File: src/design/aic_pkg.sv
// Shared constants and types of the idle, nop and buffer command block
package aic_pkg;

    // Timing
    localparam int unsigned CLK_PERIOD_NS = 100;
    localparam int unsigned APD_UNIT_MS = 5;
    localparam int unsigned APD_UNIT_CYCLES =
        APD_UNIT_MS * 1000000 / CLK_PERIOD_NS;

    // Widths
    localparam int unsigned DATA_W = 16;
    localparam int unsigned ADDR_W = 5;
    localparam int unsigned BUF_AW = 8;
    localparam int unsigned PRE_W = 16;

    // Register offsets
    localparam logic [4:0] REG_CMD = 5'h00;
    localparam logic [4:0] REG_SECCNT = 5'h01;
    localparam logic [4:0] REG_DEVHEAD = 5'h02;
    localparam logic [4:0] REG_STATUS = 5'h03;
    localparam logic [4:0] REG_ERROR = 5'h04;
    localparam logic [4:0] REG_DATA = 5'h05;
    localparam logic [4:0] REG_BUFW = 5'h06;
    localparam logic [4:0] REG_INTSTAT = 5'h07;
    localparam logic [4:0] REG_INTMASK = 5'h08;
    localparam logic [4:0] REG_POWER = 5'h09;
    localparam logic [4:0] REG_SECCFG = 5'h0a;
    localparam logic [4:0] REG_MPWREV = 5'h0b;
    localparam logic [4:0] REG_MAXLBA0 = 5'h0c;
    localparam logic [4:0] REG_MAXLBA1 = 5'h0d;
    localparam logic [4:0] REG_MAXLBA2 = 5'h0e;
    localparam logic [4:0] REG_ALIGN = 5'h0f;
    localparam logic [4:0] REG_IDSEL = 5'h10;
    localparam logic [4:0] REG_IDDATA = 5'h11;
    localparam logic [4:0] REG_BUFPTR = 5'h12;

    // Opcodes
    localparam logic [7:0] OP_IDLE_A = 8'h97;
    localparam logic [7:0] OP_IDLE_B = 8'he3;
    localparam logic [7:0] OP_IMMED_A = 8'h95;
    localparam logic [7:0] OP_IMMED_B = 8'he1;
    localparam logic [7:0] OP_NOP = 8'h00;
    localparam logic [7:0] OP_RDBUF = 8'he4;
    localparam logic [7:0] OP_SEC_UNLOCK = 8'hf2;
    localparam logic [7:0] OP_SEC_ERASE = 8'hf4;

    // Task-file bit positions
    localparam int unsigned ST_BSY_BIT = 7;
    localparam int unsigned ST_DRDY_BIT = 6;
    localparam int unsigned ST_DRQ_BIT = 3;
    localparam int unsigned ST_ERR_BIT = 0;
    localparam int unsigned ERR_ABRT_BIT = 2;
    localparam int unsigned DH_DRV_BIT = 4;

    // Security configuration bits
    localparam int unsigned CFG_SUP = 0;
    localparam int unsigned CFG_EN = 1;
    localparam int unsigned CFG_LOCK = 2;
    localparam int unsigned CFG_FROZEN = 3;
    localparam int unsigned CFG_EXPIRE = 4;
    localparam int unsigned CFG_ENH = 5;
    localparam int unsigned CFG_LVLMAX = 8;
    localparam int unsigned CFG_LBA48 = 9;
    localparam int unsigned CFG_MULTI = 10;
    localparam int unsigned CFG_DRV = 11;
    localparam logic [15:0] CFG_RESET = 16'h0000;

    // Identify word indices
    localparam logic [7:0] ID_MPWREV = 8'h5c;
    localparam logic [7:0] ID_LBA48_0 = 8'h64;
    localparam logic [7:0] ID_LBA48_1 = 8'h65;
    localparam logic [7:0] ID_LBA48_2 = 8'h66;
    localparam logic [7:0] ID_LBA48_3 = 8'h67;
    localparam logic [7:0] ID_SECTSIZE = 8'h6a;
    localparam logic [7:0] ID_SECSTAT = 8'h80;
    localparam logic [7:0] ID_ALIGN = 8'hd1;
    localparam logic [7:0] ID_ROTATE = 8'hd9;
    localparam int unsigned ID_MULTI_BIT = 13;
    localparam logic [15:0] ROTATE_NONE = 16'h0001;

    // Interrupt status bits
    localparam int unsigned INT_DONE = 0;
    localparam int unsigned INT_DATA = 1;
    localparam int unsigned INT_ABORT = 2;
    localparam int unsigned INT_LOWPWR = 3;
    localparam int unsigned INT_W = 4;

    typedef enum logic [1:0] {
        CMD_READY = 2'b00,
        CMD_EXEC = 2'b01,
        CMD_XFER = 2'b10
    } aic_cmd_e;

    typedef enum logic [1:0] {
        PWR_ACTIVE = 2'b00,
        PWR_IDLE = 2'b01,
        PWR_STANDBY = 2'b10
    } aic_pwr_e;

endpackage

File: src/design/aic_idle_cmds.sv
// Idle, idle immediate, nop and read buffer commands with identify words
//
// Contract
// - Identify word 92 reports master password revision; 0000h/FFFFh mean unsupported.
// - Words 100-103 hold max LBA plus one; top word zero.
// - Word 128 bit 8 is one only when enabled at maximum level.
// - Word 128 bit 5 set when enhanced erase unit supported.
// - Expired count aborts unlock and erase unit until reset.
// - Word 128 bits 3..0 are frozen, locked, enabled, supported.
// - Word 209 gives LBA0 alignment, valid with word 106 bit 13.
// - Word 217 reads 0001h, non-rotating medium.
// - Idle opcode sets busy, enters idle, clears busy, interrupts.
// - Idle with nonzero count enables auto power down, 5 ms units.
// - Idle with zero count disables auto power down.
// - Idle immediate sets busy, enters idle, clears busy, interrupts.
// - NOP always ends aborted.
// - Read buffer returns sector buffer contents as a data-in transfer.
`timescale 1ns/10ps
`default_nettype none
module aic_idle_cmds
    import aic_pkg::*;
#(
    parameter int unsigned APD_UNIT = APD_UNIT_CYCLES
) (
    input wire logic clk,
    input wire logic resetn,
    input wire logic [ADDR_W-1:0] regAddr,
    input wire logic [DATA_W-1:0] regWdata,
    input wire logic regWr,
    input wire logic regRd,
    output logic [DATA_W-1:0] regRdata,
    output logic irq,
    output logic lowPower
);

    ////////////////////////////////////////////////////////////////////////
    // Identify word decode
    function automatic logic [15:0] idWord(
        input logic [7:0] sel,
        input logic [15:0] cfg,
        input logic expired,
        input logic [15:0] mpw,
        input logic [47:0] lbaTop,
        input logic [15:0] align
    );
        logic [15:0] w;
        logic lba48;
        w = '0;
        lba48 = cfg[CFG_LBA48];
        unique case (sel)
            ID_MPWREV: w = mpw;
            ID_LBA48_0: w = lba48 ? lbaTop[15:0] : 16'h0000;
            ID_LBA48_1: w = lba48 ? lbaTop[31:16] : 16'h0000;
            ID_LBA48_2: w = lba48 ? lbaTop[47:32] : 16'h0000;
            ID_LBA48_3: w = 16'h0000;
            ID_SECTSIZE: w[ID_MULTI_BIT] = cfg[CFG_MULTI];
            ID_SECSTAT: begin
                w[8] = cfg[CFG_EN] & cfg[CFG_LVLMAX];
                w[5] = cfg[CFG_ENH];
                w[4] = expired;
                w[3] = cfg[CFG_FROZEN];
                w[2] = cfg[CFG_LOCK];
                w[1] = cfg[CFG_EN];
                w[0] = cfg[CFG_SUP];
            end
            ID_ALIGN: w = cfg[CFG_MULTI] ? align : 16'h0000;
            ID_ROTATE: w = ROTATE_NONE;
            default: w = '0;
        endcase
        return w;
    endfunction

    ////////////////////////////////////////////////////////////////////////
    // State
    aic_cmd_e state_q, state_d;
    aic_pwr_e pwr_q, pwr_d;
    logic [7:0] op_q, op_d;
    logic err_q, err_d;
    logic [7:0] seccnt_q, seccnt_d;
    logic [7:0] devhead_q, devhead_d;
    logic apdEn_q, apdEn_d;
    logic [7:0] apdTimeout_q, apdTimeout_d;
    logic [PRE_W-1:0] preCnt_q, preCnt_d;
    logic [7:0] unitCnt_q, unitCnt_d;
    logic [BUF_AW-1:0] rdPtr_q, rdPtr_d;
    logic [BUF_AW-1:0] fillPtr_q, fillPtr_d;
    logic [INT_W-1:0] intStat_q, intStat_d;
    logic [INT_W-1:0] intMask_q, intMask_d;
    logic expired_q, expired_d;
    logic [15:0] secCfg_q, secCfg_d;
    logic [15:0] mpwRev_q, mpwRev_d;
    logic [47:0] maxLba_q, maxLba_d;
    logic [15:0] align_q, align_d;
    logic [7:0] idSel_q, idSel_d;
    logic [DATA_W-1:0] rdData_q, rdData_d;
    logic rdMem_q, rdMem_d;

    logic cmdGo, dataRead, memWe, tick, unitDone;
    logic [INT_W-1:0] events;
    logic [BUF_AW-1:0] memAddr;
    logic [DATA_W-1:0] memRdata, idw, statusVal;
    logic [47:0] lbaTop;

    // Unused task-file fields are simply not stored
    assign cmdGo = regWr && regAddr == REG_CMD && state_q == CMD_READY
        && devhead_q[DH_DRV_BIT] == secCfg_q[CFG_DRV];
    assign dataRead = regRd && regAddr == REG_DATA && state_q == CMD_XFER;
    assign memWe = regWr && regAddr == REG_BUFW;
    assign memAddr = memWe ? fillPtr_q : rdPtr_q;
    assign tick = preCnt_q == PRE_W'(APD_UNIT - 1);
    assign unitDone = tick && (unitCnt_q + 8'h01) == apdTimeout_q;
    assign lbaTop = maxLba_q + 48'h1;
    assign idw = idWord(idSel_q, secCfg_q, expired_q, mpwRev_q, lbaTop,
        align_q);
    assign statusVal = {8'h00, state_q == CMD_EXEC, pwr_q != PWR_STANDBY,
        2'b00, state_q == CMD_XFER, 2'b00, err_q};

    aic_sector_buf u_buf (
        .clk(clk),
        .resetn(resetn),
        .we(memWe),
        .addr(memAddr),
        .wdata(regWdata),
        .rdata(memRdata)
    );

    ////////////////////////////////////////////////////////////////////////
    // Command and power sequencing
    always_comb begin
        state_d = state_q;
        pwr_d = pwr_q;
        op_d = op_q;
        err_d = err_q;
        apdEn_d = apdEn_q;
        apdTimeout_d = apdTimeout_q;
        preCnt_d = preCnt_q;
        unitCnt_d = unitCnt_q;
        rdPtr_d = rdPtr_q;
        events = '0;
        // Power-down timer runs only while the drive sits waiting
        if (apdEn_q && pwr_q != PWR_STANDBY && state_q == CMD_READY) begin
            preCnt_d = tick ? '0 : preCnt_q + PRE_W'(1);
            if (unitDone) begin
                pwr_d = PWR_STANDBY;
                events[INT_LOWPWR] = 1'b1;
                unitCnt_d = '0;
            end else if (tick) begin
                unitCnt_d = unitCnt_q + 8'h01;
            end
        end
        unique case (state_q)
            CMD_READY: begin
                if (cmdGo) begin
                    op_d = regWdata[7:0];
                    err_d = 1'b0;
                    state_d = CMD_EXEC;
                    preCnt_d = '0;
                    unitCnt_d = '0;
                    if (pwr_q == PWR_STANDBY) begin
                        pwr_d = PWR_ACTIVE;
                    end
                end
            end
            CMD_EXEC: begin
                state_d = CMD_READY;
                unique case (op_q)
                    OP_IDLE_A, OP_IDLE_B: begin
                        pwr_d = PWR_IDLE;
                        apdEn_d = seccnt_q != 8'h00;
                        apdTimeout_d = seccnt_q;
                        events[INT_DONE] = 1'b1;
                    end
                    OP_IMMED_A, OP_IMMED_B: begin
                        pwr_d = PWR_IDLE;
                        events[INT_DONE] = 1'b1;
                    end
                    OP_RDBUF: begin
                        state_d = CMD_XFER;
                        rdPtr_d = '0;
                        events[INT_DATA] = 1'b1;
                    end
                    OP_SEC_UNLOCK, OP_SEC_ERASE: begin
                        if (expired_q) begin
                            err_d = 1'b1;
                            events[INT_ABORT] = 1'b1;
                        end else begin
                            events[INT_DONE] = 1'b1;
                        end
                    end
                    default: begin
                        // NOP and every opcode not handled here
                        err_d = 1'b1;
                        events[INT_ABORT] = 1'b1;
                    end
                endcase
            end
            CMD_XFER: begin
                if (dataRead) begin
                    rdPtr_d = rdPtr_q + BUF_AW'(1);
                    if (rdPtr_q == '1) begin
                        state_d = CMD_READY;
                    end
                end
            end
            default: state_d = CMD_READY;
        endcase
    end

    always_ff @(posedge clk or negedge resetn) begin
        if (!resetn) begin
            state_q <= CMD_READY;
            pwr_q <= PWR_ACTIVE;
            op_q <= '0;
            err_q <= 1'b0;
            apdEn_q <= 1'b0;
            apdTimeout_q <= '0;
            preCnt_q <= '0;
            unitCnt_q <= '0;
            rdPtr_q <= '0;
        end else begin
            state_q <= state_d;
            pwr_q <= pwr_d;
            op_q <= op_d;
            err_q <= err_d;
            apdEn_q <= apdEn_d;
            apdTimeout_q <= apdTimeout_d;
            preCnt_q <= preCnt_d;
            unitCnt_q <= unitCnt_d;
            rdPtr_q <= rdPtr_d;
        end
    end

    ////////////////////////////////////////////////////////////////////////
    // Register file
    always_comb begin
        seccnt_d = seccnt_q;
        devhead_d = devhead_q;
        fillPtr_d = fillPtr_q;
        intMask_d = intMask_q;
        secCfg_d = secCfg_q;
        mpwRev_d = mpwRev_q;
        maxLba_d = maxLba_q;
        align_d = align_q;
        idSel_d = idSel_q;
        // Expired flag can only be set; reset alone clears it
        expired_d = expired_q;
        // Set wins over read-clear
        intStat_d = intStat_q | events;
        if (regRd && regAddr == REG_INTSTAT) begin
            intStat_d = events;
        end
        if (memWe) begin
            fillPtr_d = fillPtr_q + BUF_AW'(1);
        end
        if (regWr) begin
            unique case (regAddr)
                REG_SECCNT: seccnt_d = regWdata[7:0];
                REG_DEVHEAD: devhead_d = regWdata[7:0];
                REG_INTMASK: intMask_d = regWdata[INT_W-1:0];
                REG_SECCFG: begin
                    secCfg_d = regWdata;
                    expired_d = expired_q | regWdata[CFG_EXPIRE];
                end
                REG_MPWREV: mpwRev_d = regWdata;
                REG_MAXLBA0: maxLba_d[15:0] = regWdata;
                REG_MAXLBA1: maxLba_d[31:16] = regWdata;
                REG_MAXLBA2: maxLba_d[47:32] = regWdata;
                REG_ALIGN: align_d = regWdata;
                REG_IDSEL: idSel_d = regWdata[7:0];
                REG_BUFPTR: fillPtr_d = regWdata[BUF_AW-1:0];
                default: ;
            endcase
        end
        rdMem_d = dataRead;
        rdData_d = '0;
        if (regRd) begin
            unique case (regAddr)
                REG_SECCNT: rdData_d = {8'h00, seccnt_q};
                REG_DEVHEAD: rdData_d = {8'h00, devhead_q};
                REG_STATUS: rdData_d = statusVal;
                REG_ERROR: rdData_d = {13'h0000, err_q, 2'b00};
                REG_INTSTAT: rdData_d = {12'h000, intStat_q};
                REG_INTMASK: rdData_d = {12'h000, intMask_q};
                REG_POWER: rdData_d = {apdTimeout_q, 5'h00, apdEn_q, pwr_q};
                REG_SECCFG: rdData_d = secCfg_q;
                REG_MPWREV: rdData_d = mpwRev_q;
                REG_MAXLBA0: rdData_d = maxLba_q[15:0];
                REG_MAXLBA1: rdData_d = maxLba_q[31:16];
                REG_MAXLBA2: rdData_d = maxLba_q[47:32];
                REG_ALIGN: rdData_d = align_q;
                REG_IDSEL: rdData_d = {8'h00, idSel_q};
                REG_IDDATA: rdData_d = idw;
                default: rdData_d = '0;
            endcase
        end
    end

    always_ff @(posedge clk or negedge resetn) begin
        if (!resetn) begin
            seccnt_q <= '0;
            devhead_q <= '0;
            fillPtr_q <= '0;
            intStat_q <= '0;
            intMask_q <= '0;
            expired_q <= 1'b0;
            secCfg_q <= CFG_RESET;
            mpwRev_q <= '0;
            maxLba_q <= '0;
            align_q <= '0;
            idSel_q <= '0;
            rdData_q <= '0;
            rdMem_q <= 1'b0;
        end else begin
            seccnt_q <= seccnt_d;
            devhead_q <= devhead_d;
            fillPtr_q <= fillPtr_d;
            intStat_q <= intStat_d;
            intMask_q <= intMask_d;
            expired_q <= expired_d;
            secCfg_q <= secCfg_d;
            mpwRev_q <= mpwRev_d;
            maxLba_q <= maxLba_d;
            align_q <= align_d;
            idSel_q <= idSel_d;
            rdData_q <= rdData_d;
            rdMem_q <= rdMem_d;
        end
    end

    assign regRdata = rdMem_q ? memRdata : rdData_q;
    assign irq = |(intStat_q & intMask_q);
    assign lowPower = pwr_q == PWR_STANDBY;

    logic isIdle, isImmed;
    assign isIdle = regWdata[7:0] == OP_IDLE_A || regWdata[7:0] == OP_IDLE_B;
    assign isImmed = regWdata[7:0] == OP_IMMED_A
        || regWdata[7:0] == OP_IMMED_B;
endmodule
`default_nettype wire

File: src/design/aic_sector_buf.sv
// Sector buffer memory, one port, registered read data
`timescale 1ns/10ps
`default_nettype none
module aic_sector_buf
    import aic_pkg::*;
(
    input wire logic clk,
    input wire logic resetn,
    input wire logic we,
    input wire logic [BUF_AW-1:0] addr,
    input wire logic [DATA_W-1:0] wdata,
    output logic [DATA_W-1:0] rdata
);

    logic [DATA_W-1:0] mem [0:(1<<BUF_AW)-1];
    logic [DATA_W-1:0] rdata_q;

    always_ff @(posedge clk) begin
        if (we) begin
            mem[addr] <= wdata;
        end
    end

    always_ff @(posedge clk or negedge resetn) begin
        if (!resetn) begin
            rdata_q <= '0;
        end else begin
            rdata_q <= mem[addr];
        end
    end

    assign rdata = rdata_q;

endmodule
`default_nettype wire

File: config.mk
export PLATFORM = sky130hd
export DESIGN_NAME = aic_idle_cmds
export DESIGN_NICKNAME = d
export VERILOG_FILES = /design/src/design/aic_pkg.sv /design/src/design/aic_idle_cmds.sv /design/src/design/aic_sector_buf.sv
export SDC_FILE = /design/constraint.sdc
export NUM_CORES = 2
export LEC_CHECK = 0
export ABC_AREA = 0
export BUFFER_PORTS_ARGS = -buffer_cell sky130_fd_sc_hd__clkbuf_2
export CAP_MARGIN = 10
export CORE_MARGIN = 3
export CORE_UTILIZATION = 61
export CTS_BUF_LIST = sky130_fd_sc_hd__clkbuf_8
export DETAILED_ROUTE_END_ITERATION = 7
export PLACE_DENSITY = 0.82
export SKIP_CTS_REPAIR_TIMING = 1
export SYNTH_ARGS = -nofsm -noshare
export SYNTH_HDL_FRONTEND = slang
export SYNTH_HIERARCHICAL = 1
export SYNTH_SLANG_ARGS = --single-unit
File: constraint.sdc
create_clock -name clk -period 6.42 [get_ports clk]
set_clock_uncertainty 0.15 [all_clocks]
set_input_delay 0 -clock clk [delete_from_list [all_inputs] [get_ports clk]]
set_output_delay 0 -clock clk [all_outputs]
set_load 0.01 [all_outputs]
# Yosys cells after proc, flatten, opt, wreduce, memory -nomap -nowiden
# Memories as Yosys holds them, arrays and structs flattened. A register that Yosys moved wholly into a read port is not among the register bits.
# Index checks and enable logic that the tools add are counted.
# word_totals
input_bits	25
memories	1
mem_bits_rw	4096
wordCells	172
ff_bits	208
out_inout_bits	18
# mem_list
memory	words	word_bits	rd	rd_ports_with_merged_regs	write_ports	line_no	source
u_buf.mem	256	16	1	1	1	aic_sector_buf.sv:15	logic [DATA_W-1:0] mem [0:(1<<BUF_AW)-1];
# classes
bitwise_logic	4
add_sub_neg	5
mux	55
n_reduce_logical	36
eq_ne	47
# ops
op	count
$pmux 16 s15	1
$mux 16	10
$eq 8x8->1 const B	11
$mux 8	11
$add 48x1->48 const B	1
$pmux 6 s7	1
$eq 5x4->1 const B	8
$eq 8x7->1 const B	5
$add 8x1->8 const B	3
$reduce_and 2->1	12
$eq 5x3->1 const B	4
$pmux 2 s5	2
$pmux 4 s5	1
$mux 2	9
$add 16x1->16 const B	1
$eq 16x16->1 const B	1
$pmux 8 s2	1
$eq 5x5->1 const B	3
$pmux 1 s6	2
$eq 5x2->1 const B	2
$logic_and 1x1->1	10
$mux 1	9
$eq 8x8->1	1
$ne 2x2->1 const B	4
25 further kinds	34

# Depth between registers and ports, before layout
# depth
ltp_word	8
depth_mapped	15
mapped_depth_nobuf	8

# Cells and area by module
# Netlist, hierarchy kept.
# by_module_without_submodules
mod	area_each_um2	cells_per_inst	instances
aic_sector_buf	155380.3	6725	1
aic_idle_cmds	11695.0	1127	1

# Worst setup path before layout
# Ideal clock, no wire load.
# synth_timing
path_kind	input to register
from	input regWr
to	memory u_buf.mem[154][0] (enable)
arrival_ps	3759
path_stages	13
t_required_ps	5861
setup_slack_ps	2102
cell_sequence	clkbuf_1 nor4bb_1 and3b_1 clkbuf_1 buf_2 mux2_2 clkbuf_1 buf_6 clkbuf_1 buf_2 nand2b_1 clkbuf_1 nor3_1
# synth_between
word_cells_on_any_way	4
classes_between	3 x mux; 1 x reduce/logical
# synth_lines
element	line_no	source
start, declared	aic_idle_cmds.sv:29	input wire logic regWr,
$logic_and 1x1->1	aic_idle_cmds.sv:108	assign memWe = regWr && regAddr == REG_BUFW;
named net memWe	aic_idle_cmds.sv:98	logic cmdGo, dataRead, memWe, tick, unitDone;
$mux 8	aic_idle_cmds.sv:109	assign memAddr = memWe ? fillPtr_q : rdPtr_q;
named net memAddr[0]	aic_idle_cmds.sv:100	logic [BUF_AW-1:0] memAddr;
end, declared	aic_sector_buf.sv:15	
# The timed path passes the listed nets, and every way through them passes these cells.

# Final worst setup path
# layout_timing
from	input regAddr[1]
to	register u_buf.rdata_q[15], in the netlist u_buf/rdata[15] (read register of u_buf.mem)
# layout_between
elab_chain_len	3
# layout_rtl
element	line_no	source
start, declared	aic_idle_cmds.sv:27	input wire logic [ADDR_W-1:0] regAddr,
$eq 5x3->1	aic_idle_cmds.sv:108	
$logic_and 1x1->1	aic_idle_cmds.sv:108	
$mux 8	aic_idle_cmds.sv:109	
named net memAddr[1]	aic_idle_cmds.sv:100	
end, declared	aic_sector_buf.sv:16	logic [DATA_W-1:0] rdata_q;
# The timed path passes the listed nets, and every way through them passes these cells.
# A chain may end at the register's enable or synchronous reset.

==> results.json <==
{
  "vias": 90734,
  "vdd_drop_max_mv": 0.219,
  "drtIter0Drc": 15456,
  "wirelength_um": 450000,
  "power_frac_seq_pct": 57.8,
  "cts.sinks": 4320,
  "postRouteAntennaNets": 0,
  "arrival_ns": 6.22,
  "fin_crit_ns": 5.37,
  "grt_pass1_vias": 90710,
  "final-max-slew-violation-count": 0,
  "min_period_over_period_pct": 83.6,
  "layout_commonest_cell": "edfxtp_1",
  "dp.final_hpwl_um": 257000,
  "grt_usage_pct": 32.0,
  "start_util_pct": 61.5,
  "setup_tns_ns": 0,
  "syn_avg_cell_area_um2": 21.3,
  "h-tree-depth": 6,
  "async_reset_ff_share_pct": 5.19,
  "p_switching_mw": 12.2,
  "drcViolationCount": 0,
  "syn_to_final_growth_pct": 12.5,
  "die_x_um": 529,
  "cts.clk_slew.worst_paths_ns": 0.06,
  "internal_power_mw": 42.1,
  "slew_headroom_pct": 10.0,
  "combPwrFrac_pct": 2.8,
  "end_kind": "flop",
  "final_cell_mix": "edfxtp_1 (4,096), mux4_2 (1,024), clkbuf_8 (672), a22oi_1 (555), buf_4 (471)",
  "cts_root_buf": "clkbuf_8",
  "antenna_found_initial": 30,
  "p_leak_nw": 59.4,
  "synth.area.top_cells": "edfxtp_1 (74%), mux4_2 (14%), dfrtp_1 (3.4%)",
  "rows": 191,
  "grt_max_degree": 196,
  "grt-ovfl-total": 0,
  "max_freq_ghz": 0.186,
  "clockPowerShare_pct": 39.4,
  "synth_top_cell_area_share_pct": 73.6,
  "core_um2": 272000,
  "rsz0062_at_grt": "no",
  "drive_gt1_share_pct": 28.8,
  "hp-class": "input port to flop",
  "power.density_nw_per_um2": 289,
  "synth-edff-count": 4096,
  "syn-num-nets": 7882,
  "finalHoldViolCount": 0,
  "ctsLongestPathBuffers": 4,
  "worstSetupStartpointType": "input port",
  "p_sw_share_pct": 22.5,
  "via_per_inst": 7.12,
  "cts_buffers": 650,
  "cap_violations": 0,
  "yosysWarnings": 6,
  "die_h_um": 529,
  "yosysTopAreaCell": "edfxtp_1",
  "holdWs_ns": 0.0715,
  "cts_tree": "built",
  "dp_cells": 11504,
  "synthCells": 7852,
  "synth_area_um2": 167000,
  "clk_latency_ns": 1.23,
  "die-area_um2": 280000,
  "status": "completed",
  "wl_per_cell_um": 35.3,
  "numPortBuffers": 42,
  "tightest_slew_ns": 1.35,
  "gp_congestion": 0.914,
  "nNetsFinal": 8686,
  "utilization_pct": 69.1,
  "required_ns": 7.27,
  "instances_no_fill": 12745,
  "drtPass1Iterations": 7,
  "synth_seq_cells": 4320,
  "ioPinCount": 43,
  "yosysSeqAreaShare_pct": 77.0,
  "setup_viol": 0,
  "critPathKind": "input port to flop",
  "crit_path_max_fanout": 71,
  "synth.distinct_cells": 83,
  "synth_top_flop_cell": "edfxtp_1",
  "grt_pass1_wl_um": 644000
}
## synthesized netlist by cell type, types with 4 or more instances
master	number
dfrtp_1	224
nor2b_1	17
ha_1	5
nor3_1	67
buf_2	94
clkbuf_1	308
mux4_2	1024
buf_4	26
inv_1	19
a21o_1	4
buf_1	45
and3_1	11
mux2i_1	8
xor2_1	38
o221ai_1	9
a21oi_1	279
or2_2	6
mux2_2	149
nand4_1	41
a22o_1	13
nor2_1	308
a22oi_1	555
buf_6	10
a21boi_0	4
o31ai_1	4
or3_1	7
o41ai_1	64
edfxtp_1	4096
o21ai_0	24
nand2_1	135
nand3_1	45
a221oi_1	16
nand2b_1	19
or4_1	7
and4_1	12
nor4_1	19
a222oi_1	16
a221o_1	5
o21a_1	4
and2_1	9
o211ai_1	5
xnor2_1	39
## area by class of cell
cell class,instances,area [um^2]
diodes,23,57.6
inverters,19,71.3
well taps,3570,4470
clock inverters,476,2960
fillers,15005,83800
multi-input cells,3030,36600
flip-flops and latches,4320,129000
clock buffers,672,9250
repair buffers,635,5840
## path summary, 6_finish.rpt
| path | from | to | slack, ns | cells after the start |
|---|---|---|---|---|
| max | regAddr[1] | u_buf/rdata[15] | 1.05 | 13 |
| min | regAddr[0] | intMask_q[3] | 0.07 | 4 |
| max reg2reg | fillPtr_q[0] | u_buf/rdata[3] | 1.44 | 8 |
| min reg2reg | secCfg_q[15] | secCfg_q[15] | 0.36 | 1 |
| max in group asynchronous | resetn | maxLba_q[5] | 4.83 | 5 |
| min in group asynchronous | resetn | maxLba_q[0] | 0.37 | 5 |
## flip-flops by register name (all words and copies together), names as in the netlist, 8 cells and up
name	flops
rdData_q	16
idSel_q	8
maxLba_q	48
secCfg_q	16
u_buf/rdata	16
devhead_q	8
fillPtr_q	8
rdPtr_q	8
unitCnt_q	8
seccnt_q	8
align_q	16
u_buf/mem	4096
preCnt_q	16
mpwRev_q	16
op_q	8
apdTimeout_q	8
## through the flow
step / power (mW) / cell area [um^2] / worst slack (ns)
3_3_place_gp: 33.3 / 175000 / 0.180
6_report: 54.3 / 188000 / 1.05
3_5_place_dp: 33.4 / 175000 / 0.409
5_1_grt: 55.8 / 188000 / 1.11
4_1_cts: 54.4 / 187000 / 1.40
2_1_floorplan: 32.5 / 167000 / 2.10
## per-layer routing
layer	GRT usage [%]	up-vias	routed length, um	part of all wire (%)
met2	48.3	8354	210000	47
li1	-	34973	-	-
met1	44.0	46049	146000	33
met5	0	-	112	0.025
met4	15.5	18	26500	5.9
met3	8.61	1340	66800	15
## cell families after synthesis
group                      Yosys count  share of synthesized area (%)
muxes                             1181                           14.9
AOI/OAI and AO/OA                 1031                           4.32
adders and majority gates            5                         0.0374
DFF                               4320                           77.0
xor gates and xnor gates            77                          0.404
buffers and inverters              502                           1.30
and+or+nand+nor                    736                           2.10
## power groups by stage
stage | Sequential (mW) | Combinational [mW] | Clock (mW)
2_1_floorplan | 31.8 | 0.684 | 0
3_3_place_gp | 31.9 | 1.35 | 0
6_report | 31.4 | 1.53 | 21.4
5_1_grt | 31.4 | 1.63 | 22.8
3_5_place_dp | 31.9 | 1.43 | 0
4_1_cts | 31.4 | 1.44 | 21.6
## worst max-delay path: stages
cell           delay, ns
dlygate4sd3_1       0.52
clkbuf_2            0.36
nor4bb_1            0.54
and3b_1             0.44
buf_4               0.40
mux2_8              0.90
buf_12              0.44
buf_4               0.51
mux4_2              0.39
a22oi_1             0.23
a21oi_1             0.13
o41ai_2             0.99
nand4_1             0.19
(Power assumes the default switching activity.)
